--- src/btc_pkg.sv ---
package btc_pkg;

  // ----------------------------------------------------------------
  // Bus map (byte addresses on the AXI4-Lite port)
  // ----------------------------------------------------------------
  localparam logic [7:0]  OFS_CTRL   = 8'h00;
  localparam logic [7:0]  OFS_MASK   = 8'h04;
  localparam logic [7:0]  OFS_ADDR   = 8'h08;
  localparam logic [7:0]  OFS_CSW    = 8'h0C;
  localparam logic [7:0]  OFS_STAT   = 8'h10;
  localparam logic [7:0]  OFS_RIDX   = 8'h14;
  localparam logic [7:0]  OFS_RDATA  = 8'h18;

  localparam logic [1:0]  RESP_OKAY   = 2'h0;
  localparam logic [1:0]  RESP_SLVERR = 2'h2;

  // ----------------------------------------------------------------
  // Field positions
  // ----------------------------------------------------------------
  localparam int          CTRL_GO_BIT   = 0;
  localparam int          CTRL_MODE_LSB = 1;
  localparam int          CTRL_SEL_LSB  = 5;
  localparam int          STAT_BUSY_BIT = 0;
  localparam int          STAT_DONE_BIT = 1;
  localparam int          STAT_ILL_BIT  = 2;
  localparam int          STAT_WRD_LSB  = 3;
  localparam int          STAT_CYC_LSB  = 6;
  localparam int          CSW_C_BIT     = 0;
  localparam int          CSW_L_BIT     = 6;

  // ----------------------------------------------------------------
  // Reset values and fixed codes
  // ----------------------------------------------------------------
  localparam logic [15:0] CSW_RESET     = 16'h0000;
  localparam logic [15:0] MASK_RESET    = 16'h0000;
  localparam logic [23:0] ADDR_RESET    = 24'h000000;
  localparam logic [15:0] CSW_KEEP_MASK = 16'h7C00;
  localparam logic [4:0]  SEL_RETSTACK  = 5'h1F;
  localparam logic [4:0]  SEL_YPAIR     = 5'h1E;
  localparam logic [4:0]  SEL_CSW       = 5'h1D;

  typedef enum logic [3:0] {
    DST_WIDE, DST_NARROW, DST_RN, DST_RN_DISP, DST_SP_DISP,
    DST_ABS_SHORT, DST_PERIPH, DST_ABS16, DST_ABS24
  } dest_mode_e;

  // Cycle count of one operation for each destination form
  function automatic logic [2:0] op_cycles(input logic [3:0] m);
    case (m)
      DST_RN_DISP, DST_SP_DISP, DST_ABS16: op_cycles = 3'h3;
      DST_ABS24:                           op_cycles = 3'h4;
      default:                             op_cycles = 3'h2;
    endcase
  endfunction

  // Program words occupied for each destination form
  function automatic logic [2:0] op_words(input logic [3:0] m);
    case (m)
      DST_RN_DISP, DST_ABS16: op_words = 3'h3;
      DST_ABS24:              op_words = 3'h4;
      default:                op_words = 3'h2;
    endcase
  endfunction

endpackage

--- src/bitfield_clear_path.sv ---
`timescale 1ns/10ps
module bitfield_clear_path
  import btc_pkg::*;
(
  input  wire logic [15:0] OPERAND,
  input  wire logic [15:0] MASK,
  output wire logic        ALL_SET,
  output wire logic [15:0] RESULT
);

  // An all-zero mask leaves every term true, so the test reads as set
  assign ALL_SET = &(OPERAND | ~MASK);
  assign RESULT  = OPERAND & ~MASK;

endmodule

--- src/bitfield_test_clear_unit.sv ---
// What this block does
// - Carry set when every mask-selected operand bit is one, else cleared.
// - Mask-selected bits are cleared and the word written back to same place.
// - Mask is a 16-bit immediate; bits under zero mask bits stay unchanged.
// - Operation is read-modify-write: one destination read, then one write.
// - Status word destination: no carry test, but a zero mask sets carry; bits 14 to 10 kept, rest from result.
// - Other destinations: limiting flag set if limiting occurred on 36-bit move.
// - All-zero mask runs the form's full cycle count with no memory access and sets the carry flag.
// - Register destination takes 2 cycles and 2 program words.
// - Stack-relative short displacement takes 3 cycles and 2 words.
// - Wide register field refuses the return stack and Y pair encodings.
`timescale 1ns/10ps
module bitfield_test_clear_unit
  import btc_pkg::*;
(
  input  wire logic        CLK,
  input  wire logic        RST_N,
  input  wire logic [7:0]  S_AXI_AWADDR,
  input  wire logic        S_AXI_AWVALID,
  output wire logic        S_AXI_AWREADY,
  input  wire logic [31:0] S_AXI_WDATA,
  input  wire logic [3:0]  S_AXI_WSTRB,
  input  wire logic        S_AXI_WVALID,
  output wire logic        S_AXI_WREADY,
  output wire logic [1:0]  S_AXI_BRESP,
  output wire logic        S_AXI_BVALID,
  input  wire logic        S_AXI_BREADY,
  input  wire logic [7:0]  S_AXI_ARADDR,
  input  wire logic        S_AXI_ARVALID,
  output wire logic        S_AXI_ARREADY,
  output wire logic [31:0] S_AXI_RDATA,
  output wire logic [1:0]  S_AXI_RRESP,
  output wire logic        S_AXI_RVALID,
  input  wire logic        S_AXI_RREADY,
  input  wire logic        LIMIT_IN,
  output wire logic        MEM_RD,
  output wire logic        MEM_WR,
  output wire logic        MEM_PERIPH,
  output wire logic [23:0] MEM_ADDR,
  output wire logic [15:0] MEM_WDATA,
  input  wire logic [15:0] MEM_RDATA
);

  typedef enum logic {ST_IDLE, ST_RUN} state_e;

  // ----------------------------------------------------------------
  // AXI4-Lite write path
  // ----------------------------------------------------------------
  logic        awv_q, wv_q, bvalid_q, rvalid_q;
  logic [7:0]  awaddr_q;
  logic [31:0] wdata_q, rdata_q;
  logic [3:0]  wstrb_q;
  logic [1:0]  bresp_q, rresp_q;
  logic [15:0] mask_q, csw_q, csw_d, operand_q, wdat_q;
  logic [23:0] addr_q;
  logic [4:0]  ridx_q, ridx_op_q;
  logic [15:0] regs_q [32];
  logic        done_q, ill_q, csw_dst_q, reg_dst_q, mem_dst_q, mask_nz_q, periph_q, wr_q;
  state_e      st_q;
  logic [2:0]  cnt_q, cyc_q, wrd_q;
  logic [3:0]  mode_q;

  function automatic logic [31:0] merge(input logic [31:0] old, input logic [31:0] nw,
                                        input logic [3:0] st);
    for (int i = 0; i < 4; i++) begin
      merge[i*8 +: 8] = st[i] ? nw[i*8 +: 8] : old[i*8 +: 8];
    end
  endfunction

  wire        wr_fire  = awv_q && wv_q && !bvalid_q;
  wire        busy     = (st_q == ST_RUN);
  wire        hit_ctrl = (awaddr_q == OFS_CTRL);
  wire        hit_mask = (awaddr_q == OFS_MASK);
  wire        hit_addr = (awaddr_q == OFS_ADDR);
  wire        hit_csw  = (awaddr_q == OFS_CSW);
  wire        hit_ridx = (awaddr_q == OFS_RIDX);
  wire        hit_rdat = (awaddr_q == OFS_RDATA);
  wire        hit_stat = (awaddr_q == OFS_STAT);
  wire        wr_known = hit_ctrl | hit_mask | hit_addr | hit_csw | hit_ridx | hit_rdat
                         | hit_stat;
  wire [31:0] wmerged  = merge(32'h00000000, wdata_q, wstrb_q);
  wire [3:0]  req_mode = wdata_q[CTRL_MODE_LSB +: 4];
  wire [4:0]  req_sel  = wdata_q[CTRL_SEL_LSB +: 5];
  wire        go_req   = wr_fire && hit_ctrl && wstrb_q[0] && wdata_q[CTRL_GO_BIT] && !busy;
  wire        req_ill  = ((req_mode == DST_WIDE) &&
                          ((req_sel == SEL_RETSTACK) || (req_sel == SEL_YPAIR)))
                         || (req_mode > DST_ABS24);
  wire        start    = go_req && !req_ill;
  wire        req_csw  = (req_mode == DST_WIDE) && (req_sel == SEL_CSW);
  wire        req_reg  = (req_mode == DST_WIDE) || (req_mode == DST_NARROW);
  wire [4:0]  req_idx  = (req_mode == DST_NARROW) ? {3'h0, req_sel[1:0]} : req_sel;
  wire [15:0] req_opnd = req_csw ? csw_q : regs_q[req_idx];
  // Software writes to the status word and register file are dropped while busy
  wire        sw_csw   = wr_fire && hit_csw && !busy;
  wire        sw_rdat  = wr_fire && hit_rdat && !busy;

  assign S_AXI_AWREADY = !awv_q && !bvalid_q;
  assign S_AXI_WREADY  = !wv_q && !bvalid_q;
  assign S_AXI_BVALID  = bvalid_q;
  assign S_AXI_BRESP   = bresp_q;

  always_ff @(posedge CLK) begin
    if (!RST_N) begin
      awv_q    <= 1'b0;
      awaddr_q <= 8'h00;
      wv_q     <= 1'b0;
      wdata_q  <= 32'h00000000;
      wstrb_q  <= 4'h0;
      bvalid_q <= 1'b0;
      bresp_q  <= RESP_OKAY;
    end else begin
      if (S_AXI_AWVALID && S_AXI_AWREADY) begin
        awv_q    <= 1'b1;
        awaddr_q <= S_AXI_AWADDR;
      end
      if (S_AXI_WVALID && S_AXI_WREADY) begin
        wv_q    <= 1'b1;
        wdata_q <= S_AXI_WDATA;
        wstrb_q <= S_AXI_WSTRB;
      end
      if (wr_fire) begin
        awv_q    <= 1'b0;
        wv_q     <= 1'b0;
        bvalid_q <= 1'b1;
        bresp_q  <= wr_known ? RESP_OKAY : RESP_SLVERR;
      end else if (bvalid_q && S_AXI_BREADY) begin
        bvalid_q <= 1'b0;
      end
    end
  end

  // ----------------------------------------------------------------
  // AXI4-Lite read path
  // ----------------------------------------------------------------
  wire [31:0] stat_word = {23'h000000, cyc_q, wrd_q, ill_q, done_q, busy};
  wire [31:0] rd_mux =
    (S_AXI_ARADDR == OFS_CTRL)  ? {22'h000000, ridx_op_q, mode_q, 1'b0} :
    (S_AXI_ARADDR == OFS_MASK)  ? {16'h0000, mask_q} :
    (S_AXI_ARADDR == OFS_ADDR)  ? {8'h00, addr_q} :
    (S_AXI_ARADDR == OFS_CSW)   ? {16'h0000, csw_q} :
    (S_AXI_ARADDR == OFS_STAT)  ? stat_word :
    (S_AXI_ARADDR == OFS_RIDX)  ? {27'h0000000, ridx_q} :
    (S_AXI_ARADDR == OFS_RDATA) ? {16'h0000, regs_q[ridx_q]} : 32'h00000000;
  wire        rd_known = (S_AXI_ARADDR <= OFS_RDATA) && (S_AXI_ARADDR[1:0] == 2'h0);

  assign S_AXI_ARREADY = !rvalid_q;
  assign S_AXI_RVALID  = rvalid_q;
  assign S_AXI_RDATA   = rdata_q;
  assign S_AXI_RRESP   = rresp_q;

  always_ff @(posedge CLK) begin
    if (!RST_N) begin
      rvalid_q <= 1'b0;
      rdata_q  <= 32'h00000000;
      rresp_q  <= RESP_OKAY;
    end else if (S_AXI_ARVALID && !rvalid_q) begin
      rvalid_q <= 1'b1;
      rdata_q  <= rd_mux;
      rresp_q  <= rd_known ? RESP_OKAY : RESP_SLVERR;
    end else if (rvalid_q && S_AXI_RREADY) begin
      rvalid_q <= 1'b0;
    end
  end

  // ----------------------------------------------------------------
  // Sequencer: read in cycle 0, result commits at cycle n-2, write in n-1
  // ----------------------------------------------------------------
  wire        commit     = busy && (cnt_q == cyc_q - 3'h2);
  wire        last       = busy && (cnt_q == cyc_q - 3'h1);
  wire        rd_cycle   = busy && (cnt_q == 3'h0) && mem_dst_q && mask_nz_q;
  wire [15:0] operand_cur = rd_cycle ? MEM_RDATA : operand_q;
  wire        all_set;
  wire [15:0] result;

  bitfield_clear_path u_path (
    .OPERAND (operand_cur),
    .MASK    (mask_q),
    .ALL_SET (all_set),
    .RESULT  (result)
  );

  always_ff @(posedge CLK) begin
    if (!RST_N) begin
      st_q      <= ST_IDLE;
      cnt_q     <= 3'h0;
      cyc_q     <= 3'h0;
      wrd_q     <= 3'h0;
      mode_q    <= 4'h0;
      ridx_op_q <= 5'h00;
      csw_dst_q <= 1'b0;
      reg_dst_q <= 1'b0;
      mem_dst_q <= 1'b0;
      mask_nz_q <= 1'b0;
      periph_q  <= 1'b0;
      operand_q <= 16'h0000;
      done_q    <= 1'b0;
      ill_q     <= 1'b0;
    end else begin
      if (start) begin
        st_q      <= ST_RUN;
        cnt_q     <= 3'h0;
        cyc_q     <= op_cycles(req_mode);
        wrd_q     <= op_words(req_mode);
        mode_q    <= req_mode;
        ridx_op_q <= req_idx;
        csw_dst_q <= req_csw;
        reg_dst_q <= req_reg && !req_csw;
        mem_dst_q <= !req_reg;
        mask_nz_q <= (mask_q != 16'h0000);
        periph_q  <= (req_mode == DST_PERIPH);
        operand_q <= req_opnd;
        done_q    <= 1'b0;
        ill_q     <= 1'b0;
      end else if (go_req) begin
        ill_q <= 1'b1;
      end else if (last) begin
        st_q   <= ST_IDLE;
        done_q <= 1'b1;
      end else if (busy) begin
        cnt_q <= cnt_q + 3'h1;
      end
      if (rd_cycle) operand_q <= MEM_RDATA;
    end
  end

  // Memory write strobe and data come from flops, one cycle after commit
  always_ff @(posedge CLK) begin
    if (!RST_N) begin
      wr_q   <= 1'b0;
      wdat_q <= 16'h0000;
    end else begin
      wr_q <= commit && mem_dst_q && mask_nz_q;
      if (commit) wdat_q <= result;
    end
  end

  assign MEM_RD     = rd_cycle;
  assign MEM_WR     = wr_q;
  assign MEM_WDATA  = wdat_q;
  assign MEM_ADDR   = addr_q;
  assign MEM_PERIPH = periph_q;

  // ----------------------------------------------------------------
  // Status word and software registers
  // ----------------------------------------------------------------
  always_comb begin
    csw_d = csw_q;
    if (sw_csw) begin
      csw_d = 16'(merge({16'h0000, csw_q}, wdata_q, wstrb_q));
    end else if (commit) begin
      if (csw_dst_q) begin
        // Caller keeps mask bits 14..10 clear; kept bits are never written anyway
        csw_d = (result & ~CSW_KEEP_MASK) | (csw_q & CSW_KEEP_MASK);
      end else begin
        csw_d[CSW_C_BIT] = all_set;
        csw_d[CSW_L_BIT] = csw_q[CSW_L_BIT] | LIMIT_IN;
      end
      if (!mask_nz_q) begin
        csw_d[CSW_C_BIT] = 1'b1;
      end
    end
  end

  always_ff @(posedge CLK) begin
    if (!RST_N) begin
      csw_q  <= CSW_RESET;
      mask_q <= MASK_RESET;
      addr_q <= ADDR_RESET;
      ridx_q <= 5'h00;
    end else begin
      csw_q <= csw_d;
      if (wr_fire && hit_mask && !busy) begin
        mask_q <= 16'(merge({16'h0000, mask_q}, wmerged, wstrb_q));
      end
      if (wr_fire && hit_addr && !busy) begin
        addr_q <= 24'(merge({8'h00, addr_q}, wmerged, wstrb_q));
      end
      if (wr_fire && hit_ridx && wstrb_q[0]) begin
        ridx_q <= wdata_q[4:0];
      end
    end
  end

  generate
    for (genvar g = 0; g < 32; g++) begin : g_reg
      wire eng_wr = commit && reg_dst_q && (ridx_op_q == 5'(g));
      always_ff @(posedge CLK) begin
        if (!RST_N) begin
          regs_q[g] <= 16'h0000;
        end else if (eng_wr) begin
          regs_q[g] <= result;
        end else if (sw_rdat && (ridx_q == 5'(g))) begin
          regs_q[g] <= 16'(merge({16'h0000, regs_q[g]}, wdata_q, wstrb_q));
        end
      end
    end
  endgenerate

  // ----------------------------------------------------------------
  // Assertions
  // ----------------------------------------------------------------
  carry_test_a: assert property (@(posedge CLK) disable iff (!RST_N)
    commit && !csw_dst_q && !sw_csw |=> csw_q[CSW_C_BIT] == $past(all_set))
    else $error("carry does not follow mask test");
  clear_write_a: assert property (@(posedge CLK) disable iff (!RST_N)
    MEM_WR |-> ((MEM_WDATA & mask_q) == 16'h0000))
    else $error("selected bits not cleared on write");
  untouched_a: assert property (@(posedge CLK) disable iff (!RST_N)
    MEM_WR |-> ((MEM_WDATA & ~mask_q) == (operand_q & ~mask_q)))
    else $error("unselected bits changed");
  rmw_order_a: assert property (@(posedge CLK) disable iff (!RST_N)
    MEM_RD |-> !MEM_WR ##1 !MEM_RD ##[0:2] MEM_WR)
    else $error("read not followed by a single write");
  csw_keep_a: assert property (@(posedge CLK) disable iff (!RST_N)
    commit && csw_dst_q |=> csw_q[14:10] == $past(csw_q[14:10]))
    else $error("status bits 14..10 changed");
  limit_flag_a: assert property (@(posedge CLK) disable iff (!RST_N)
    commit && !csw_dst_q && LIMIT_IN |=> csw_q[CSW_L_BIT])
    else $error("limiting flag not set");
  zero_mask_a: assert property (@(posedge CLK) disable iff (!RST_N)
    start && (mask_q == 16'h0000) |=> (!MEM_RD && !MEM_WR) [*2]
      ##[1:3] (!busy && csw_q[CSW_C_BIT]))
    else $error("zero mask did not idle and set carry");
  reg_timing_a: assert property (@(posedge CLK) disable iff (!RST_N)
    start && req_reg |=> busy [*2] ##1 !busy ##0 (wrd_q == 3'h2))
    else $error("register form not two cycles");
  sp_timing_a: assert property (@(posedge CLK) disable iff (!RST_N)
    start && (req_mode == DST_SP_DISP) |=> busy [*3] ##1 !busy ##0 (wrd_q == 3'h2))
    else $error("stack form not three cycles");
  illegal_sel_a: assert property (@(posedge CLK) disable iff (!RST_N)
    go_req && (req_mode == DST_WIDE) && (req_sel == SEL_YPAIR) |=> !busy && ill_q)
    else $error("refused register accepted");
  abs24_timing_a: assert property (@(posedge CLK) disable iff (!RST_N)
    start && (req_mode == DST_ABS24) |=> busy [*4] ##1 !busy ##0 (wrd_q == 3'h4))
    else $error("long absolute form not four cycles");

endmodule

--- config.mk ---
export PLATFORM = sky130hd
export DESIGN_NAME = bitfield_test_clear_unit
export DESIGN_NICKNAME = d
export VERILOG_FILES = /design/src/btc_pkg.sv /design/src/bitfield_clear_path.sv /design/src/bitfield_test_clear_unit.sv
export SDC_FILE = /design/constraint.sdc
export NUM_CORES = 2
export LEC_CHECK = 0
export ABC_AREA = 1
export BUFFER_PORTS_ARGS = -buffer_cell sky130_fd_sc_hd__buf_2
export CAP_MARGIN = 10
export CORE_ASPECT_RATIO = 1.4
export CORE_MARGIN = 2
export CORE_UTILIZATION = 65
export DETAILED_ROUTE_END_ITERATION = 8
export HOLD_SLACK_MARGIN = 0.15
export PLACE_DENSITY = 0.79
export SLEW_MARGIN = 20
export SYNTH_ARGS = -nofsm -noshare
export SYNTH_HDL_FRONTEND = slang
export SYNTH_SLANG_ARGS = --single-unit
--- constraint.sdc ---
create_clock -name CLK -period 4.44 [get_ports CLK]
set_clock_uncertainty 0.15 [all_clocks]
set_input_delay 0.222 -clock CLK [delete_from_list [all_inputs] [get_ports CLK]]
set_output_delay 0.222 -clock CLK [all_outputs]
set_load 0.005 [all_outputs]
======== Word-level counts from Yosys, hierarchy flattened ========
Memories as Yosys holds them, arrays and structs flattened. A register that Yosys moved wholly into a read port is not among the register bits.
Cells that the tools add are included.
Widths: inputs -> output; s select.
operators by class
  add/subtract/negate cells ............... 3
  $mul .................................... 0
  div/mod/pow operators ................... 0
  magnitude comparators ................... 2
  equal/unequal tests ..................... 152
  shifts and indexed selects .............. 0
  mux-type cells .......................... 419
  bitwise gates (word level) .............. 110
  reduce and logical (&&, ||, !) cells .... 205
operator list
  operator            number
  $mux 8              130
  $mux 16             42
  $mux 1              235
  $eq 5x5->1 const B  35
  $reduce_and 2->1    72
  $or 1x1->1          103
  $logic_and 1x1->1   100
  $eq 5x4->1 const B  16
  $mux 24             3
  $ne 1x1->1 const B  64
  $eq 8x5->1 const B  6
  $eq 5x3->1 const B  8
  $eq 8x4->1 const B  4
  $eq 5x2->1 const B  4
  $mux 5              4
  $and 16x16->16      1
  $eq 8x3->1 const B  2
  $logic_not 8->1     2
  $not 16->16         1
  $or 16x15->16       1
  $or 16x16->16       1
  $reduce_and 16->1   1
  $reduce_bool 16->1  1
  $eq 4x3->1 const B  3
  26 further kinds    52
storage, ports and cells
  bits in registers ....................... 195
  bits in latches ......................... 0
  memory bits (writable) .................. 512
  memory bits (read-only) ................. 0
  input port bits ......................... 76
  output and inout bits ................... 84
  logic and storage cells ................. 927
  memories ................................ 1
memories
  name    words  bits a word  read ports  clocked after Yosys merged registers in  wr ports  RTL line                        source
  regs_q  32     16           2           1                                        32        bitfield_test_clear_unit.sv:57  logic [15:0] regs_q [32];

======== Depth between registers and ports, before layout ========
  depth after elaboration ................. 11
  depth in mapped cells ................... 19
  depth with buffers taken out ............ 18

======== By module ========
Synthesis repeated with hierarchy kept, for this count alone.
second synthesis, totals
  cell total of the unflattened synthesis .. 4660
  area total of the unflattened synthesis .. 38922.3 um^2
modules (own cells, without submodules)
  module                    times used  cells each  area an instance (um^2)
  bitfield_test_clear_unit  1           4597        38685.9
  bitfield_clear_path       1           63          236.5

======== Worst setup path before layout ========
OpenSTA, ideal clock, no wires.
  kind .................................... register -> register
  start ................................... reg bvalid_q (netlist: S_AXI_BVALID)
  end ..................................... mem regs_q[18][0], enable pin
  library setup time ...................... 329 ps
  arrival ................................. 1887 ps
  data required time ...................... 3961 ps
  path slack .............................. 2074 ps
  cell stages (with the launch flop) ...... 11
  path buffers ............................ 1
  clock period less this slack ............ 2366 ps
  cells stage by stage .................... dfxtp_1 nor2_1 nand2_1 nor2_1 nand3_1 nor2_1 inv_1 buf_4 nor3_2 nand2_4 nand2_1
RTL lines
  element                   RTL line                         source
  start: declaration        bitfield_test_clear_unit.sv:49   logic awv_q, wv_q, bvalid_q, rvalid_q;
  start signal: assignment  bitfield_test_clear_unit.sv:109  bvalid_q <= 1'b0;
  start signal: assignment  bitfield_test_clear_unit.sv:124  bvalid_q <= 1'b1;
  start signal: assignment  bitfield_test_clear_unit.sv:127  bvalid_q <= 1'b0;
  end: declaration          bitfield_test_clear_unit.sv:57

==> flow_metrics.py <==
metrics = {
    "outcome": {
        "status": "finished clean",
    },
    "clocking": {
        "post_cts_buffers": 0,
        "clk_latency_ns": 0.63,
        "cts_tree": "built",
        "cts_root_buf": "clkbuf_16",
        "path_clk_slew_ns": 0.06,
        "numCtsBuffers": 69,
        "cts_sinks": 702,
        "cts.htree.levels": 3,
        "cts_max_path_buffers": 3,
    },
    "routing": {
        "wl_per_cell_um": 28.17,
        "routed_wl_um": 156700,
        "first_iter_violations": 6878,
        "vias": 40120,
        "ant_nets": 0,
        "drc_errors": 0,
        "viasPerCell": 7.215,
        "first_pass_iters": 8,
    },
    "global_route": {
        "grt_pass1_wl_um": 228600,
        "grt_usage_pct": 49.64,
        "grt_max_degree": 121,
        "antenna_found_initial": 3,
        "grt_pass1_vias": 38330,
        "grt_overflow": 0,
    },
    "floorplan": {
        "die_width_um": 210.9,
        "dieArea_um2": 61960,
        "fp-row-count": 106,
        "start_util_pct": 65.45,
        "core_area_um2": 59550,
        "die_h_um": 293.7,
        "num_io_pins": 160,
    },
    "finish": {
        "nFillCells": 4674,
        "syn_to_final_growth_pct": 9.564,
        "final_core_util_pct": 71.70,
        "drive_above_1_share_pct": 9.927,
        "insertedDiodeCount": 0,
        "final_net_count": 4832,
        "seq_area_um2": 19200,
        "multiInputGateArea_um2": 17150,
    },
    "pwr": {
        "peakVddDrop_mv": 0.3673,
        "power_mw": 15.09,
        "power_leakage_nw": 15.51,
        "power.density_nw_per_um2": 353.4,
    },
    "worst_setup_path": {
        "crit_type": "reg -> reg",
        "setup.worst_path.end_class": "flop",
        "crit_required_ns": 4.55,
        "crit_top_cell": "nand2_2",
        "crit_chain": "xnor2_1 -> xor2_1 -> nand2_2 -> nor2_4 -> nand2_2 -> o21ai_0 -> nor3_1 -> nand2_2 -> nand2_1",
        "cp-start-kind": "flop",
        "critPathArrivalTime_ns": 4.01,
        "critPathSlowestCell": "nor3_1",
        "cpLargestDelayFamily": "simple AND/OR/NAND/NOR gates",
        "max_stage_delay_ns": 0.79,
        "crit_fanout": 31,
        "critPathBufInv": 0,
    },
    "synth": {
        "synth_seq_cells": 702,
        "seq_area_frac_synth_pct": 49.21,
        "syn_area_um2": 38970,
        "yosysUniqueCellTypes": 48,
        "synthArstFlopShare_pct": 0,
        "synthCells": 4798,
        "ys.flop_type": "edfxtp_1",
        "ys.warnings.count": 0,
        "synth.avg_cell_area_um2": 8.123,
        "synth_edf_count": 512,
    },
    "sta": {
        "max_freq_mhz": 256.2,
        "relSlewSlack_pct": 19.18,
        "rsz0062_at_grt": "no",
        "tightest_slew_ns": 1.205,
        "finalSetupViolations": 0,
        "period_needed_ns": 3.903,
        "finalSetupTns_ns": 0,
        "slew_violations": 0,
        "finalHoldViolations": 0,
        "finalCritPeriodShare_pct": 87.90,
    },
    "placed_design": {
        "portBuffers": 140,
        "gp_congestion": 1.063,
        "dpl.hpwl_um": 100300,
    },
    "run": {
        "maxCapViolCount": 0,
    },
    "min_path": {
        "hp-class": "in -> reg",
    },
}
-- cell usage in the layout, fill, tap and decap left out, types with 19 or more instances in the layout --
cell type      instances
clkinv_1              19
o22ai_1              480
o21ai_0              584
dlygate4sd3_1         72
edfxtp_1             512
buf_4                 99
nor2_1               577
a21oi_1              213
o211ai_1              72
nand3_1              351
o221ai_1              60
clkbuf_16             73
dfxtp_1              182
o2111ai_1             61
inv_1                195
nor3_2                27
nand4_1               25
nor3_1                32
nand2_2               58
buf_2                139
nand2_1              816
-- logic make-up after synthesis --
family          after synthesis  synth area share (%)
simple gates               1906                 20.77
compound gates             1515                 22.87
flops                       702                 49.21
buf+inv                     666                 6.928
xor+xnor                      5                0.1124
fa+ha+maj                     3               0.09632
other cells                   1              0.009622
-- metrics by stage --
step | hold slack, ns | std cells | instance area, µm² | setup WS (ns)
finish | 0.2122 | 5561 | 42700 | 0.5371
global route | 0.2860 | 5561 | 42700 | 0.4683
CTS | 0.1674 | 5561 | 42690 | 0.8621
detailed placement | 0.2885 | 5366 | 39810 | 0.8822
global placement | 0.2791 | 5366 | 39810 | 0.8943
floorplan | 0.2353 | 4807 | 39010 | 2.074
-- registers in the layout, summed over array words and instances, names as in the netlist, 3 cells and up, named ones only --
signal,count
MEM_ADDR,24
MEM_WDATA,16
S_AXI_RDATA,24
awaddr_q,8
cnt_q,3
csw_q,16
cyc_q,3
mask_q,16
mode_q,4
operand_q,16
regs_q,512
ridx_op_q,5
ridx_q,5
wdata_q,24
wrd_q,3
wstrb_q,3
-- worst register-to-register path, delay by kind of cell, from the launching register on --
kind,cells,cell delay [ns]
AO/OA/AOI/OAI,1,0.23
AND/OR/NAND/NOR,6,2.37
flip-flops,1,0.33
XOR/XNOR,2,0.45
-- area by class of cell --
| class | instances | share of cell area, % |
|---|---|---|
| clock buffers | 92 | 4.539 |
| inverters | 219 | 1.969 |
| multi-input cells | 3439 | 40.16 |
| clock inverters | 31 | 0.5333 |
| flip-flops and latches | 702 | 44.96 |
| well taps | 756 | 2.215 |
| repair buffers | 322 | 5.620 |
-- cells in the mapped netlist, types with 5 or more instances --
cell	n	area share [%]
nor4_1	5	0.080
dfxtp_1	190	9.8
o211ai_1	72	1.4
a31oi_1	12	0.19
buf_4	14	0.27
edfxtp_1	512	39
inv_1	199	1.9
nand2_2	55	0.88
o221ai_1	60	1.3
clkbuf_1	305	2.9
buf_6	7	0.20
clkinv_1	10	0.096
a211oi_1	5	0.096
nor3_2	26	0.67
inv_2	10	0.096
buf_2	76	0.98
nand3_1	351	4.5
o22ai_1	480	7.7
buf_1	45	0.43
o21a_1	6	0.12
nand2_1	819	7.9
o21ai_1	11	0.14
nor2_1	578	5.6
nand4_1	25	0.40
a21oi_1	213	2.7
nor3_1	33	0.42
o21ai_0	584	7.5
o2111ai_1	61	1.4
-- final timing paths --
path                    end  slack [ns]       startpoint  cells past startpoint
max reg2reg  regs_q[15][10]        0.54         cnt_q[2]                      9
min reg2reg     wdata_q[12]        0.29      wdata_q[12]                      2
min          S_AXI_RDATA[6]        0.21  S_AXI_ARADDR[6]                      8
max          regs_q[15][10]        0.54         cnt_q[2]                      9
-- power by group --
group	internal, mW	switching, mW
combinational	0.484	1.39
sequential	7.21	0.144
clock	3.24	2.62
total	10.9	4.15
-- layer usage --
layer,up-vias,track usage (%),wire [µm]
met1,18170,57.60,48590
li1,17140,-,-
met2,3818,77.83,70060
met3,993,12.23,22540
met5,-,0,26
met4,6,41.24,15450
-- repair_timing --
item | 4_1_cts | 5_1_grt
gates resized for setup | 0 | 0
hold buffers | 72 | 0
endpoints found under the hold margin | 89 | 0
Note: power is estimated with default switching activity, not from simulation.
